### config.mk
export PLATFORM = sky130hd
export DESIGN_NAME = bsr_burst_sram_rw_sequencer
export DESIGN_NICKNAME = d
export VERILOG_FILES = /design/src/design/bsr_pkg.sv /design/src/design/bsr_burst_sram_rw_sequencer.sv /design/src/design/bsr_burst_seq.sv /design/src/design/bsr_pair_buf.sv
export VERILOG_INCLUDE_DIRS = /design/src /design/src/design
export SDC_FILE = /design/constraint.sdc
export NUM_CORES = 1
export LEC_CHECK = 0
export BUFFER_PORTS_ARGS = -buffer_cell sky130_fd_sc_hd__buf_2
export CORE_MARGIN = 1
export CORE_UTILIZATION = 40
export CTS_CLUSTER_SIZE = 8
export DETAILED_ROUTE_END_ITERATION = 8
export MAX_ROUTING_LAYER = met4
export PLACE_DENSITY = 0.61
export SYNTH_ARGS = -nofsm -noshare
export SYNTH_HDL_FRONTEND = slang
export SYNTH_HIERARCHICAL = 1
export SYNTH_SLANG_ARGS = --single-unit
export TNS_END_PERCENT = 50
### constraint.sdc
create_clock -name i_core_clk -period 5.4 [get_ports i_core_clk]
set_input_delay 0.54 -clock i_core_clk [delete_from_list [all_inputs] [get_ports i_core_clk]]
set_output_delay 0.54 -clock i_core_clk [all_outputs]
set_load 0.1 [all_outputs]
### src/design/bsr_params.svh
// constants for the burst sram read/write sequencer
`ifndef BSR_PARAMS_SVH
`define BSR_PARAMS_SVH

// ----------------------------------------------------------------
// widths
// ----------------------------------------------------------------
`define BSR_DATA_W    9
`define BSR_ADDR_W    20
`define BSR_BEAT_W    2
`define BSR_MADDR_W   22

// ----------------------------------------------------------------
// burst and timing
// ----------------------------------------------------------------
`define BSR_FIRST_BEAT 2'h0
`define BSR_LAST_BEAT  2'h3
`define BSR_BEAT_STEP  2'h1
`define BSR_CLK_NS     100
`define BSR_BUF_DEPTH  2

`endif

### src/design/bsr_pkg.sv
// types shared by the burst sram read/write sequencer
`include "bsr_params.svh"

package bsr_pkg;

  // burst machine states
  typedef enum logic [1:0] {
    BSR_IDLE,
    BSR_LEAD,
    BSR_BURST
  } bsr_state_type;

  // one write beat handed to the storage array
  typedef struct packed {
    logic                      we;
    logic [`BSR_MADDR_W-1:0]   addr;
    logic [`BSR_DATA_W-1:0]    data;
  } bsr_wbeat_type;

  // request lines from the memory controller
  typedef struct packed {
    logic                      read_req_n;
    logic                      write_req_n;
    logic [`BSR_ADDR_W-1:0]    addr;
  } bsr_req_type;

endpackage

### src/design/bsr_burst_sram_rw_sequencer.sv
// top of the burst sram read/write sequencer
`timescale 1ns/1ns
`include "bsr_params.svh"

module bsr_burst_sram_rw_sequencer (
  input  wire logic                      i_core_clk,
  input  wire logic                      i_reset,
  input  wire bsr_pkg::bsr_req_type      i_req,
  input  wire logic [`BSR_DATA_W-1:0]    i_wr_data,
  input  wire logic                      i_byte_write_strobe_n,
  output logic                           o_kclk_primary,
  output logic                           o_mem_we,
  output logic [`BSR_MADDR_W-1:0]        o_mem_waddr,
  output logic [`BSR_DATA_W-1:0]         o_mem_wdata,
  output logic                           o_mem_re,
  output logic [`BSR_MADDR_W-1:0]        o_mem_raddr,
  input  wire logic [`BSR_DATA_W-1:0]    i_mem_rdata,
  output logic                           o_rd_valid,
  input  wire logic                      i_rd_ready,
  output logic [`BSR_DATA_W-1:0]         o_rd_data,
  output logic                           o_idle_cycle
);
  import bsr_pkg::*;

  // ----------------------------------------------------------------
  // declarations
  // ----------------------------------------------------------------
  logic                       phase_reg;    // high on primary edge
  logic                       last_rd_reg;  // read began last edge
  logic                       last_wr_reg;  // write began last edge
  logic                       rd_start;     // read request valid
  logic                       wr_start;     // write request valid
  logic                       rd_taken;     // read machine took it
  logic                       wr_taken;     // write machine took it
  logic                       rd_active;    // read beats running
  logic                       wr_active;    // write beats running
  logic                       rd_queued;    // read chained
  logic                       wr_queued;    // write chained
  logic [`BSR_BEAT_W-1:0]     rd_beat;      // read beat index
  logic [`BSR_BEAT_W-1:0]     wr_beat;      // write beat index
  logic [`BSR_ADDR_W-1:0]     rd_base;      // read base address
  logic [`BSR_ADDR_W-1:0]     wr_base;      // write base address
  logic                       buf_ready;    // buffer has room
  logic                       rd_hold;      // stall read beats
  bsr_wbeat_type              wbeat_reg;    // write beat to array

  // ----------------------------------------------------------------
  // primary / complementary edge divider
  // ----------------------------------------------------------------
  // each core cycle is one input edge; the primary edges are the
  // cycles with phase_reg high, the complementary ones the others
  always_ff @(posedge i_core_clk) begin
    if (i_reset) begin
      phase_reg <= 1'b1;
    end else begin
      phase_reg <= !phase_reg;
    end
  end

  assign o_kclk_primary = phase_reg;

  // ----------------------------------------------------------------
  // request decode
  // ----------------------------------------------------------------
  // requests count only on primary edges; read wins a tie and a
  // repeat of the same kind one edge later is dropped
  assign rd_start = phase_reg && !i_req.read_req_n
                    && !last_rd_reg;
  assign wr_start = phase_reg && i_req.read_req_n
                    && !i_req.write_req_n
                    && !last_wr_reg;
  assign o_idle_cycle = phase_reg && i_req.read_req_n
                        && i_req.write_req_n;

  // remember what began on this primary edge until the next one
  always_ff @(posedge i_core_clk) begin
    if (i_reset) begin
      last_rd_reg <= 1'b0;
      last_wr_reg <= 1'b0;
    end else if (phase_reg) begin
      last_rd_reg <= rd_taken;
      last_wr_reg <= wr_taken;
    end
  end

  // ----------------------------------------------------------------
  // burst machines, one per direction
  // ----------------------------------------------------------------
  // independent instances so a read and a write overlap freely
  bsr_burst_seq u_rd_seq (
    .i_core_clk (i_core_clk),
    .i_reset    (i_reset),
    .i_start    (rd_start),
    .i_addr     (i_req.addr),
    .i_hold     (rd_hold),
    .o_taken    (rd_taken),
    .o_active   (rd_active),
    .o_queued   (rd_queued),
    .o_beat     (rd_beat),
    .o_base     (rd_base)
  );

  bsr_burst_seq u_wr_seq (
    .i_core_clk (i_core_clk),
    .i_reset    (i_reset),
    .i_start    (wr_start),
    .i_addr     (i_req.addr),
    .i_hold     (1'b0),
    .o_taken    (wr_taken),
    .o_active   (wr_active),
    .o_queued   (wr_queued),
    .o_beat     (wr_beat),
    .o_base     (wr_base)
  );

  // ----------------------------------------------------------------
  // write beat capture
  // ----------------------------------------------------------------
  // data and strobe are sampled in the beat's own cycle, so each
  // beat carries its own mask
  always_ff @(posedge i_core_clk) begin
    if (i_reset) begin
      wbeat_reg <= '0;
    end else begin
      wbeat_reg.we   <= wr_active
                        && !i_byte_write_strobe_n;
      wbeat_reg.addr <= {wr_base, wr_beat};
      wbeat_reg.data <= i_wr_data;
    end
  end

  assign o_mem_we    = wbeat_reg.we;
  assign o_mem_waddr = wbeat_reg.addr;
  assign o_mem_wdata = wbeat_reg.data;

  // ----------------------------------------------------------------
  // read path
  // ----------------------------------------------------------------
  // the array answers in the same cycle; the word enters the buffer
  // and appears on the output one cycle later; a full buffer stalls
  // the read beats so that no word is lost
  assign rd_hold     = !buf_ready;
  assign o_mem_re    = rd_active && buf_ready;
  assign o_mem_raddr = {rd_base, rd_beat};

  bsr_pair_buf u_rd_buf (
    .i_core_clk  (i_core_clk),
    .i_reset     (i_reset),
    .i_in_valid  (o_mem_re),
    .o_in_ready  (buf_ready),
    .i_in_data   (i_mem_rdata),
    .o_out_valid (o_rd_valid),
    .i_out_ready (i_rd_ready),
    .o_out_data  (o_rd_data)
  );

  // ----------------------------------------------------------------
  // checks
  // ----------------------------------------------------------------
  // masked beat never reaches the array
  chk_mask_blocks_write: assert property (
    @(posedge i_core_clk) disable iff (i_reset)
    (wr_active && i_byte_write_strobe_n) |=> !o_mem_we)
    else $error("masked write beat was stored");

  // unmasked beat stores exactly the data of that cycle
  chk_beat_own_data: assert property (
    @(posedge i_core_clk) disable iff (i_reset)
    (wr_active && !i_byte_write_strobe_n) |=>
      (o_mem_we && (o_mem_wdata == $past(i_wr_data))))
    else $error("write beat data or strobe mismatch");

  // low address bits carry the beat, upper bits the base
  chk_addr_extend: assert property (
    @(posedge i_core_clk) disable iff (i_reset)
    wr_active |=> (o_mem_waddr ==
      {$past(wr_base), $past(wr_beat)}))
    else $error("write address not base plus beat");

  // write burst runs 0,1,2,3 starting two cycles after the edge
  chk_write_order: assert property (
    @(posedge i_core_clk) disable iff (i_reset)
    wr_taken |-> ##2 (wr_active && wr_beat == 2'h0)
      ##1 (wr_beat == 2'h1) ##1 (wr_beat == 2'h2)
      ##1 (wr_beat == 2'h3))
    else $error("write burst order broken");

  // burst stops by itself after beat three
  chk_auto_end: assert property (
    @(posedge i_core_clk) disable iff (i_reset)
    (wr_active && wr_beat == 2'h3 && !wr_queued) |=> !wr_active)
    else $error("write burst ran past four beats");

  // a read start does not disturb a write mid-burst
  chk_concurrent: assert property (
    @(posedge i_core_clk) disable iff (i_reset)
    (rd_taken && wr_active && wr_beat != 2'h3) |=>
      (wr_active && wr_beat == $past(wr_beat) + 2'h1))
    else $error("read start disturbed write burst");

  // read beats the write on a shared edge
  chk_read_wins: assert property (
    @(posedge i_core_clk) disable iff (i_reset)
    (phase_reg && !i_req.read_req_n && !i_req.write_req_n)
      |-> !wr_taken)
    else $error("write started beside a read request");

  // starts happen only on primary edges
  chk_primary_edge: assert property (
    @(posedge i_core_clk) disable iff (i_reset)
    (rd_taken || wr_taken) |-> phase_reg)
    else $error("start off the primary edge");

  // both requests high starts nothing
  chk_idle_cycle: assert property (
    @(posedge i_core_clk) disable iff (i_reset)
    o_idle_cycle |-> !(rd_start || wr_start))
    else $error("idle cycle started a burst");

  // with room in the buffer, the first read word shows at cycle 3
  chk_read_latency: assert property (
    @(posedge i_core_clk) disable iff (i_reset)
    (rd_taken && !rd_active && !rd_queued && !o_rd_valid
      && i_rd_ready) ##1 i_rd_ready[*2] |-> ##1 o_rd_valid)
    else $error("read word late");

  // a second same-kind request one edge later is ignored
  chk_repeat_ignored: assert property (
    @(posedge i_core_clk) disable iff (i_reset)
    rd_taken |-> ##2 !rd_taken)
    else $error("back-to-back read accepted");

  // the same holds for a repeated write
  chk_wr_repeat: assert property (
    @(posedge i_core_clk) disable iff (i_reset)
    wr_taken |-> ##2 !wr_taken)
    else $error("back-to-back write accepted");

  // an unstalled read beat steps up by one
  chk_read_step: assert property (
    @(posedge i_core_clk) disable iff (i_reset)
    (rd_active && !rd_hold && rd_beat != 2'h3) |=>
      (rd_active && rd_beat == $past(rd_beat) + 2'h1))
    else $error("read burst order broken");

  // a stalled read keeps its beat and base
  chk_stall_hold: assert property (
    @(posedge i_core_clk) disable iff (i_reset)
    (rd_active && rd_hold) |=>
      (rd_active && $stable(rd_beat) && $stable(rd_base)))
    else $error("stalled read beat moved");

  // no array read in the lead cycle of a fresh read
  chk_read_lead: assert property (
    @(posedge i_core_clk) disable iff (i_reset)
    (rd_taken && !rd_active) |=> !o_mem_re)
    else $error("read beat came one cycle early");

  // no write beat in the lead cycle of a fresh write
  chk_write_lead: assert property (
    @(posedge i_core_clk) disable iff (i_reset)
    (wr_taken && !wr_active) |=> !wr_active)
    else $error("write beat came one cycle early");

  // ----------------------------------------------------------------
  // scenario covers
  // ----------------------------------------------------------------
  cov_read_write_overlap: cover property (
    @(posedge i_core_clk) disable iff (i_reset)
    rd_active && wr_active);

  cov_read_chained: cover property (
    @(posedge i_core_clk) disable iff (i_reset)
    rd_active && rd_queued);

  cov_read_stall: cover property (
    @(posedge i_core_clk) disable iff (i_reset)
    rd_active && rd_hold);

  cov_masked_beat: cover property (
    @(posedge i_core_clk) disable iff (i_reset)
    wr_active && i_byte_write_strobe_n);

  // a write queued behind a running write
  cov_write_chained: cover property (
    @(posedge i_core_clk) disable iff (i_reset)
    wr_active && wr_queued);

endmodule

### src/design/bsr_burst_seq.sv
// one four-beat burst machine, used once per direction
`timescale 1ns/1ns
`include "bsr_params.svh"

module bsr_burst_seq (
  input  wire logic                    i_core_clk,
  input  wire logic                    i_reset,
  input  wire logic                    i_start,
  input  wire logic [`BSR_ADDR_W-1:0]  i_addr,
  input  wire logic                    i_hold,
  output logic                         o_taken,
  output logic                         o_active,
  output logic                         o_queued,
  output logic [`BSR_BEAT_W-1:0]       o_beat,
  output logic [`BSR_ADDR_W-1:0]       o_base
);
  import bsr_pkg::*;

  bsr_state_type              state_reg;   // machine state
  logic [`BSR_BEAT_W-1:0]     beat_reg;    // beat index in burst
  logic [`BSR_ADDR_W-1:0]     base_reg;    // burst base address
  logic [`BSR_ADDR_W-1:0]     qbase_reg;   // next burst, waiting
  logic                       qvalid_reg;  // next burst pending
  logic                       last_beat;   // final beat moving on

  assign last_beat = (state_reg == BSR_BURST) && !i_hold
                     && (beat_reg == `BSR_LAST_BEAT);
  // a start is taken when idle or when one slot is free mid-burst
  assign o_taken  = i_start && ((state_reg == BSR_IDLE)
                    || ((state_reg == BSR_BURST) && !qvalid_reg));
  assign o_active = (state_reg == BSR_BURST);
  assign o_queued = qvalid_reg;
  assign o_beat   = beat_reg;
  assign o_base   = base_reg;

  // ----------------------------------------------------------------
  // state and beat counter
  // ----------------------------------------------------------------
  always_ff @(posedge i_core_clk) begin
    if (i_reset) begin
      state_reg <= BSR_IDLE;
      beat_reg  <= `BSR_FIRST_BEAT;
      base_reg  <= '0;
    end else begin
      case (state_reg)
        BSR_IDLE: begin
          // latch base, wait one cycle before first beat
          if (o_taken) begin
            base_reg  <= i_addr;
            state_reg <= BSR_LEAD;
          end
        end
        BSR_LEAD: begin
          if (!i_hold) begin
            state_reg <= BSR_BURST;
            beat_reg  <= `BSR_FIRST_BEAT;
          end
        end
        BSR_BURST: begin
          if (last_beat) begin
            // four beats done: chain, restart or stop
            beat_reg <= `BSR_FIRST_BEAT;
            if (qvalid_reg) begin
              base_reg <= qbase_reg;
            end else if (o_taken) begin
              base_reg  <= i_addr;
              state_reg <= BSR_LEAD;
            end else begin
              state_reg <= BSR_IDLE;
            end
          end else if (!i_hold) begin
            beat_reg <= beat_reg + `BSR_BEAT_STEP;
          end
        end
        default: state_reg <= BSR_IDLE;
      endcase
    end
  end

  // ----------------------------------------------------------------
  // pending burst slot
  // ----------------------------------------------------------------
  always_ff @(posedge i_core_clk) begin
    if (i_reset) begin
      qvalid_reg <= 1'b0;
      qbase_reg  <= '0;
    end else if (last_beat && qvalid_reg) begin
      qvalid_reg <= 1'b0;
    end else if (o_taken && (state_reg == BSR_BURST) && !last_beat) begin
      qvalid_reg <= 1'b1;
      qbase_reg  <= i_addr;
    end
  end

endmodule

### src/design/bsr_pair_buf.sv
// two-entry buffer with valid and ready on both sides
`timescale 1ns/1ns
`include "bsr_params.svh"

module bsr_pair_buf (
  input  wire logic                    i_core_clk,
  input  wire logic                    i_reset,
  input  wire logic                    i_in_valid,
  output logic                         o_in_ready,
  input  wire logic [`BSR_DATA_W-1:0]  i_in_data,
  output logic                         o_out_valid,
  input  wire logic                    i_out_ready,
  output logic [`BSR_DATA_W-1:0]       o_out_data
);
  import bsr_pkg::*;

  logic [`BSR_DATA_W-1:0]  slot_reg [`BSR_BUF_DEPTH];  // storage
  logic [1:0]              count_reg;   // words held
  logic                    push;        // word enters
  logic                    pop;         // word leaves

  assign o_in_ready  = (count_reg != 2'h2);
  assign o_out_valid = (count_reg != 2'h0);
  assign o_out_data  = slot_reg[0];
  assign push        = i_in_valid && o_in_ready;
  assign pop         = o_out_valid && i_out_ready;

  // ----------------------------------------------------------------
  // occupancy
  // ----------------------------------------------------------------
  always_ff @(posedge i_core_clk) begin
    if (i_reset) begin
      count_reg <= 2'h0;
    end else if (push && !pop) begin
      count_reg <= count_reg + 2'h1;
    end else if (pop && !push) begin
      count_reg <= count_reg - 2'h1;
    end
  end

  // ----------------------------------------------------------------
  // slots: head at index 0, shift on pop
  // ----------------------------------------------------------------
  always_ff @(posedge i_core_clk) begin
    if (i_reset) begin
      slot_reg[0] <= '0;
      slot_reg[1] <= '0;
    end else begin
      if (pop) begin
        slot_reg[0] <= (count_reg == 2'h2) ? slot_reg[1] : i_in_data;
      end else if (push && (count_reg == 2'h0)) begin
        slot_reg[0] <= i_in_data;
      end
      if (push && (count_reg == (pop ? 2'h2 : 2'h1))) begin
        slot_reg[1] <= i_in_data;
      end
    end
  end

endmodule

-- Word-level counts from Yosys, hierarchy flattened
Memory sizes are Yosys's and may differ from the RTL's.
Cells that the tools add are included.
- register bits after elaboration: 127
- memory bits (writable): 18
- word-level logic and storage cells: 146
- memories kept: 1
- add/sub/neg operators: 4
- equal/unequal tests: 17
- multiplexer cells: 44
- bitwise gates (word level): 5
- reductions and logical operators: 58
- memory list (name ; depth ; width ; rd ports ; clocked after memory_dff ; write ports ; RTL line ; RTL):
    u_rd_buf.slot_reg ; 2 ; 9 ; 2 ; 0 ; 2 ; bsr_pair_buf.sv:17 ; logic [`BSR_DATA_W-1:0] slot_reg [`BSR_BUF_DEPTH];
- operators with widths (operator ; number):
    $mux 20 ; 6
    $pmux 20 s2 ; 2
    $mux 9 ; 4
    $mux 2 ; 14
    $logic_and 1x1->1 ; 26
    $mux 1 ; 14
    $logic_not 1->1 ; 12
    $pmux 2 s3 ; 2
    $reduce_bool 2->1 ; 6
    $eq 2x2->1 const B ; 5
    $ne 2x1->1 const B ; 4
    $ne 2x2->1 const B ; 4
    $pmux 2 s2 ; 2
    $reduce_and 2->1 ; 4
    $add 2x1->2 const B ; 3
    $logic_not 2->1 ; 3
    $reduce_and 3->1 ; 2
    $eq 2x1->1 const B ; 2
    $reduce_and 4->1 ; 1
    $reduce_or 2->1 ; 2
    $ne 3x1->1 const B ; 1
    $or 1x1->1 ; 3
    $eq 2x2->1 ; 1
    $logic_or 1x1->1 ; 2
    other kinds (2) ; 3

-- Depth between registers and ports, before layout
- depth in word-level cells: 9
- depth in mapped cells: 10

-- Cells and area by module
The synthesis kept the hierarchy.
- by module, submodules not included (module ; times used ; cells an instance ; area an instance (µm²) ; sequential area each (µm²)):
    bsr_burst_seq (u_wr_seq) ; 1 ; 255 ; 2338.5 ; 900.9
    bsr_burst_seq (u_rd_seq) ; 1 ; 249 ; 2314.7 ; 900.9
    bsr_pair_buf ; 1 ; 88 ; 1044.8 ; 580.6
    bsr_burst_sram_rw_sequencer ; 1 ; 82 ; 989.7 ; 700.7

-- Worst setup path before layout
Ideal clock, no wire load.
- path type: register -> register
- from: register u_rd_seq.state_reg[1]
- to: memory u_rd_buf/slot_reg[0][10] in the netlist's numbering, enable pin
- library setup time: 0.377 ns
- data arrival time: 2.372 ns
- required time: 5.023 ns
- slack: 2.651 ns
- cell stages (with the launch flop): 6
- buffers on the path: 1
- clock period less this slack: 2.749 ns
- cell sequence: dfxtp_1 clkbuf_1 nor2b_1 and2_1 nand2b_1 o21bai_1
- RTL lines (item ; RTL line ; RTL):
    start: declaration ; bsr_burst_seq.sv:19 ; bsr_state_type state_reg;
    start signal: assignment ; bsr_burst_seq.sv:41 ; state_reg <= BSR_IDLE;
    start signal: assignment ; bsr_burst_seq.sv:50 ; state_reg <= BSR_LEAD;
    start signal: assignment ; bsr_burst_seq.sv:55 ; state_reg <= BSR_BURST;
    end: declaration ; bsr_pair_buf.sv:17 ;

-- Worst setup path in the final report
- from: register u_rd_buf.count_reg[1]
- to: register u_rd_seq.base_reg[6], in the netlist u_rd_seq/o_base[6]
- longest elaborated chain between the ends: 5
- ends and longest elaborated chain (item ; RTL line ; RTL):
    start: declaration ; bsr_pair_buf.sv:18 ; logic [1:0] count_reg;
    start signal: assignment ; bsr_pair_buf.sv:35 ; count_reg <= count_reg + 2'h1;
    start signal: assignment ; bsr_pair_buf.sv:37 ; count_reg <= count_reg - 2'h1;
    $ne 2x2->1 ; bsr_pair_buf.sv:22 ; assign o_in_ready = (count_reg != 2'h2);
    net buf_ready ; bsr_burst_sram_rw_sequencer.sv:43 ; logic buf_ready;
    $logic_and 1x1->1 (2 in a row) ; bsr_burst_seq.sv:26 ; assign last_beat = (state_reg == BSR_BURST) && !i_hold
    $ne 2x1->1 (no line) ; -- ;
    $reduce_and 2->1 (no line) ; -- ;
    end signal: assignment ; bsr_burst_seq.sv:49 ; base_reg <= i_addr;
    end signal: assignment ; bsr_burst_seq.sv:64 ; base_reg <= qbase_reg;
    end signal: assignment ; bsr_burst_seq.sv:66 ; base_reg <= i_addr;
    end: declaration ; bsr_burst_seq.sv:21 ; logic [`BSR_ADDR_W-1:0] base_reg;
The timed path passes the listed nets, and every way through them passes these cells.
A chain may end at the register's enable or synchronous reset.

==> impl_metrics.env <==
export IMPL_outcome="complete, no violations"
export IMPL_r2r_cells=6
export IMPL_cts_hold_repair_buffers=0
export IMPL_setup_worst_path_end_class="flip-flop"
export IMPL_synth_top_cell_area_share=0.380
export IMPL_final_core_utilization=0.483
export IMPL_static_leakage_power_nw=3.07
export IMPL_holdPathStages=2
export IMPL_path_clk_slew_ns=0.06
export IMPL_synth_async_reset_ratio=0
export IMPL_setup_violations_final=0
export IMPL_cts_tree="built"
export IMPL_via_per_inst=5.44
export IMPL_number_of_flops_mapped_to_enable_cells_by_yosys=18
export IMPL_grt_met3_usage=0.0436
export IMPL_die_area_sq_mm=0.0172
export IMPL_grt_first_pass_wirelength_mm=26.9
export IMPL_drc_errors=0
export IMPL_timing_critical_path_arrival_ns=3.31
export IMPL_cell_area_after_synthesis_sq_mm=0.00669
export IMPL_clockBufferDepth=2
export IMPL_yosys_most_used_dff="dfxtp_1"
export IMPL_global_route_usage_total=0.202
export IMPL_post_cts_buffers=0
export IMPL_worst_path_largest_cell_delay_ns=0.77
export IMPL_detail_route_wirelength_mm=16.5
export IMPL_largest_register_ff_count=22
export IMPL_area_growth_synth_to_final_pct=16.5
export IMPL_grt_start_max_net_pins=71
export IMPL_io_pin_count=111
export IMPL_cts_htree_levels=4
export IMPL_cp_cell_sequence="nor2b_2 -> inv_6 -> inv_1 -> nand2b_1 -> a21oi_2 -> a221oi_1"
export IMPL_die_w_microns=131
export IMPL_fmax_mhz=333
export IMPL_via_count=5281
export IMPL_routed_wire_length_per_instance_microns=17.0
export IMPL_min_period_ns=3.00
export IMPL_num_fill_cells=1562
export IMPL_layout_drive_gt1_share=0.267
export IMPL_slowest_stage="nand2b_1"
export IMPL_clock_buffer_count_from_cts=17
export IMPL_hold_path_class="in -> reg"
export IMPL_worst_setup_path_type="reg -> reg"
export IMPL_critical_path_max_fanout=25
export IMPL_antenna_found_initial=0
export IMPL_yosys_area_top_type="dfxtp_1"
export IMPL_peak_vdd_ir_mv=0.226
export IMPL_final_critical_path_setup_slack_ns=2.40
export IMPL_floorplan_initialDensity=0.415
export IMPL_grt_remaining_overflow=0
export IMPL_most_area_consuming_cells_after_synthesis="dfxtp_1 38%, edfxtp_1 8.1%, o31ai_1 6.2%"
export IMPL_rsz0062_at_grt="false"
export IMPL_hold_viol_final=0
export IMPL_timing_reg2reg_setup_slack_ns=2.40
export IMPL_dp_hpwl_mm=10.8
export IMPL_gp_routability_congestion=0.791
export IMPL_floorplan_core_area_sq_mm=0.0161
export IMPL_cp_start_kind="flip-flop"
export IMPL_critPathTopFamily="simple AND/OR/NAND/NOR gates"
export IMPL_final_period_utilization=0.556
export IMPL_syn_inst=674
export IMPL_power_per_cell_area_mw_per_mm2=426
export IMPL_ys_seq_elements=145
export IMPL_fin_skew_ns=0.00596
export IMPL_firstDrtPassIters=5
export IMPL_clock_latency_ns=0.42
export IMPL_drt_iter0_drc=447
export IMPL_worstPathBufferInverterCount=2
export IMPL_net_count_of_the_finished_layout=789
export IMPL_ant_nets=0
export IMPL_pre_cts_ws_ns=2.47
export IMPL_grt_busiest_layer="met2"
export IMPL_maxCapViolCount=0
export IMPL_postCtsResizedCells=0
export IMPL_slew_headroom=0.201
export IMPL_floorplan_rows=46
export IMPL_postSynthAreaPerCell_sq_um=9.92
export IMPL_fin_worst_hold_slack_ns=0.279
export IMPL_use_met1=0.272
export IMPL_antenna_cells_inserted=0
export IMPL_cts_num_sinks=145
export IMPL_grt_met2_usage=0.301
export IMPL_synth_cell_types=50
export IMPL_yosys_warnings=6
export IMPL_number_of_max_slew_violations_in_the_final_report=0
export IMPL_worst_ep_required_time_ns=5.71
export IMPL_worst_path_stages=6
export IMPL_setup_tns_after_final_layout_ns=0
export IMPL_first_global_vias=5033
export IMPL_die_height_microns=131
export IMPL_io_buffer_count=110
export IMPL_clock_root_buffer="clkbuf_16"
export IMPL_timing_worst_slew_pin_value_ns=1.19
export IMPL_yosysSeqAreaShare=0.461
==> cell families after synthesis <==
kind of cell    synth area share
compound gates             0.225
flops                      0.461
buf+inv                   0.0915
xor+xnor                 0.00262
mux                       0.0299
fa+ha+maj                0.00561
other cells             0.000561
simple gates               0.184
==> worst paths after layout <==
check / startpoint / to
worst max register to register: u_rd_buf/count_reg[1] / u_rd_seq/o_base[6]
worst max-delay path: u_rd_buf/count_reg[1] / u_rd_seq/o_base[6]
worst min-delay path: i_byte_write_strobe_n / o_mem_we
worst min register to register: u_wr_seq/o_base[11] / u_wr_seq/o_base[11]
==> Yosys cell counts (4+ instances only) <==
| cell type | number |
|---|---|
| nand2b_1 | 28 |
| a221oi_1 | 14 |
| o32ai_1 | 6 |
| o21ai_0 | 9 |
| edfxtp_1 | 18 |
| or3_1 | 5 |
| a21oi_2 | 12 |
| inv_1 | 40 |
| buf_6 | 11 |
| mux2i_1 | 20 |
| o31ai_1 | 55 |
| buf_2 | 22 |
| nor2b_1 | 34 |
| clkbuf_1 | 22 |
| nand2_2 | 8 |
| and3_1 | 7 |
| nor2_1 | 6 |
| and2_1 | 16 |
| nand4_1 | 40 |
| a31oi_1 | 6 |
| a21oi_1 | 52 |
| a221oi_2 | 21 |
| dfxtp_1 | 127 |
| nand2_1 | 20 |
| buf_4 | 13 |
| nor3b_1 | 4 |
| buf_1 | 4 |
| nand3b_1 | 16 |
==> cells in the final DEF, fill, tap and decap left out, types with 21 or more instances in the layout <==
cell,instances
a221oi_2,21
nand4_1,40
buf_2,109
nand2b_1,28
o31ai_1,55
inv_1,40
a21oi_1,52
dfxtp_1,127
nor2b_1,34
==> worst register-to-register path, cell delays in order (launching register included) <==
cell	delay [ns]
dfxtp_1	0.40
nor2b_2	0.49
inv_6	0.13
inv_1	0.20
nand2b_1	0.77
a21oi_2	0.49
a221oi_1	0.42
==> per-layer routing <==
metal | wire length (microns) | part of all wire
met5 | 0 | 0
met4 | 225 | 0.014
met3 | 895 | 0.054
met2 | 7570 | 0.46
met1 | 7800 | 0.47
==> where the power goes <==
part / leakage (nW) / total, W / switching (W) / internal, W
combinational: 1.53 / 0.000815 / 0.000657 / 0.000158
clock: 0.320 / 0.00128 / 0.000440 / 0.000842
sequential: 1.22 / 0.00122 / 0.0000433 / 0.00118
==> cell type report <==
class / count / area (sq um) / area share
Sequential cell: 145 / 3080 / 0.396
Tap cell: 216 / 270 / 0.0347
Inverter: 42 / 163 / 0.0209
Clock inverter: 10 / 183 / 0.0235
Timing Repair Buffer: 117 / 609 / 0.0782
Clock buffer: 21 / 462 / 0.0593
Multi-Input combinational cell: 419 / 3020 / 0.388
==> through the flow <==
step	power [W]	instances	cell area [sq um]
floorplan	0.00197	680	6710
detailed placement	0.00206	938	7130
global placement	0.00205	938	7130
global route	0.00344	970	7790
finish	0.00332	970	7790
CTS	0.00335	969	7780
Note: power is estimated with default switching activity, not from simulation.
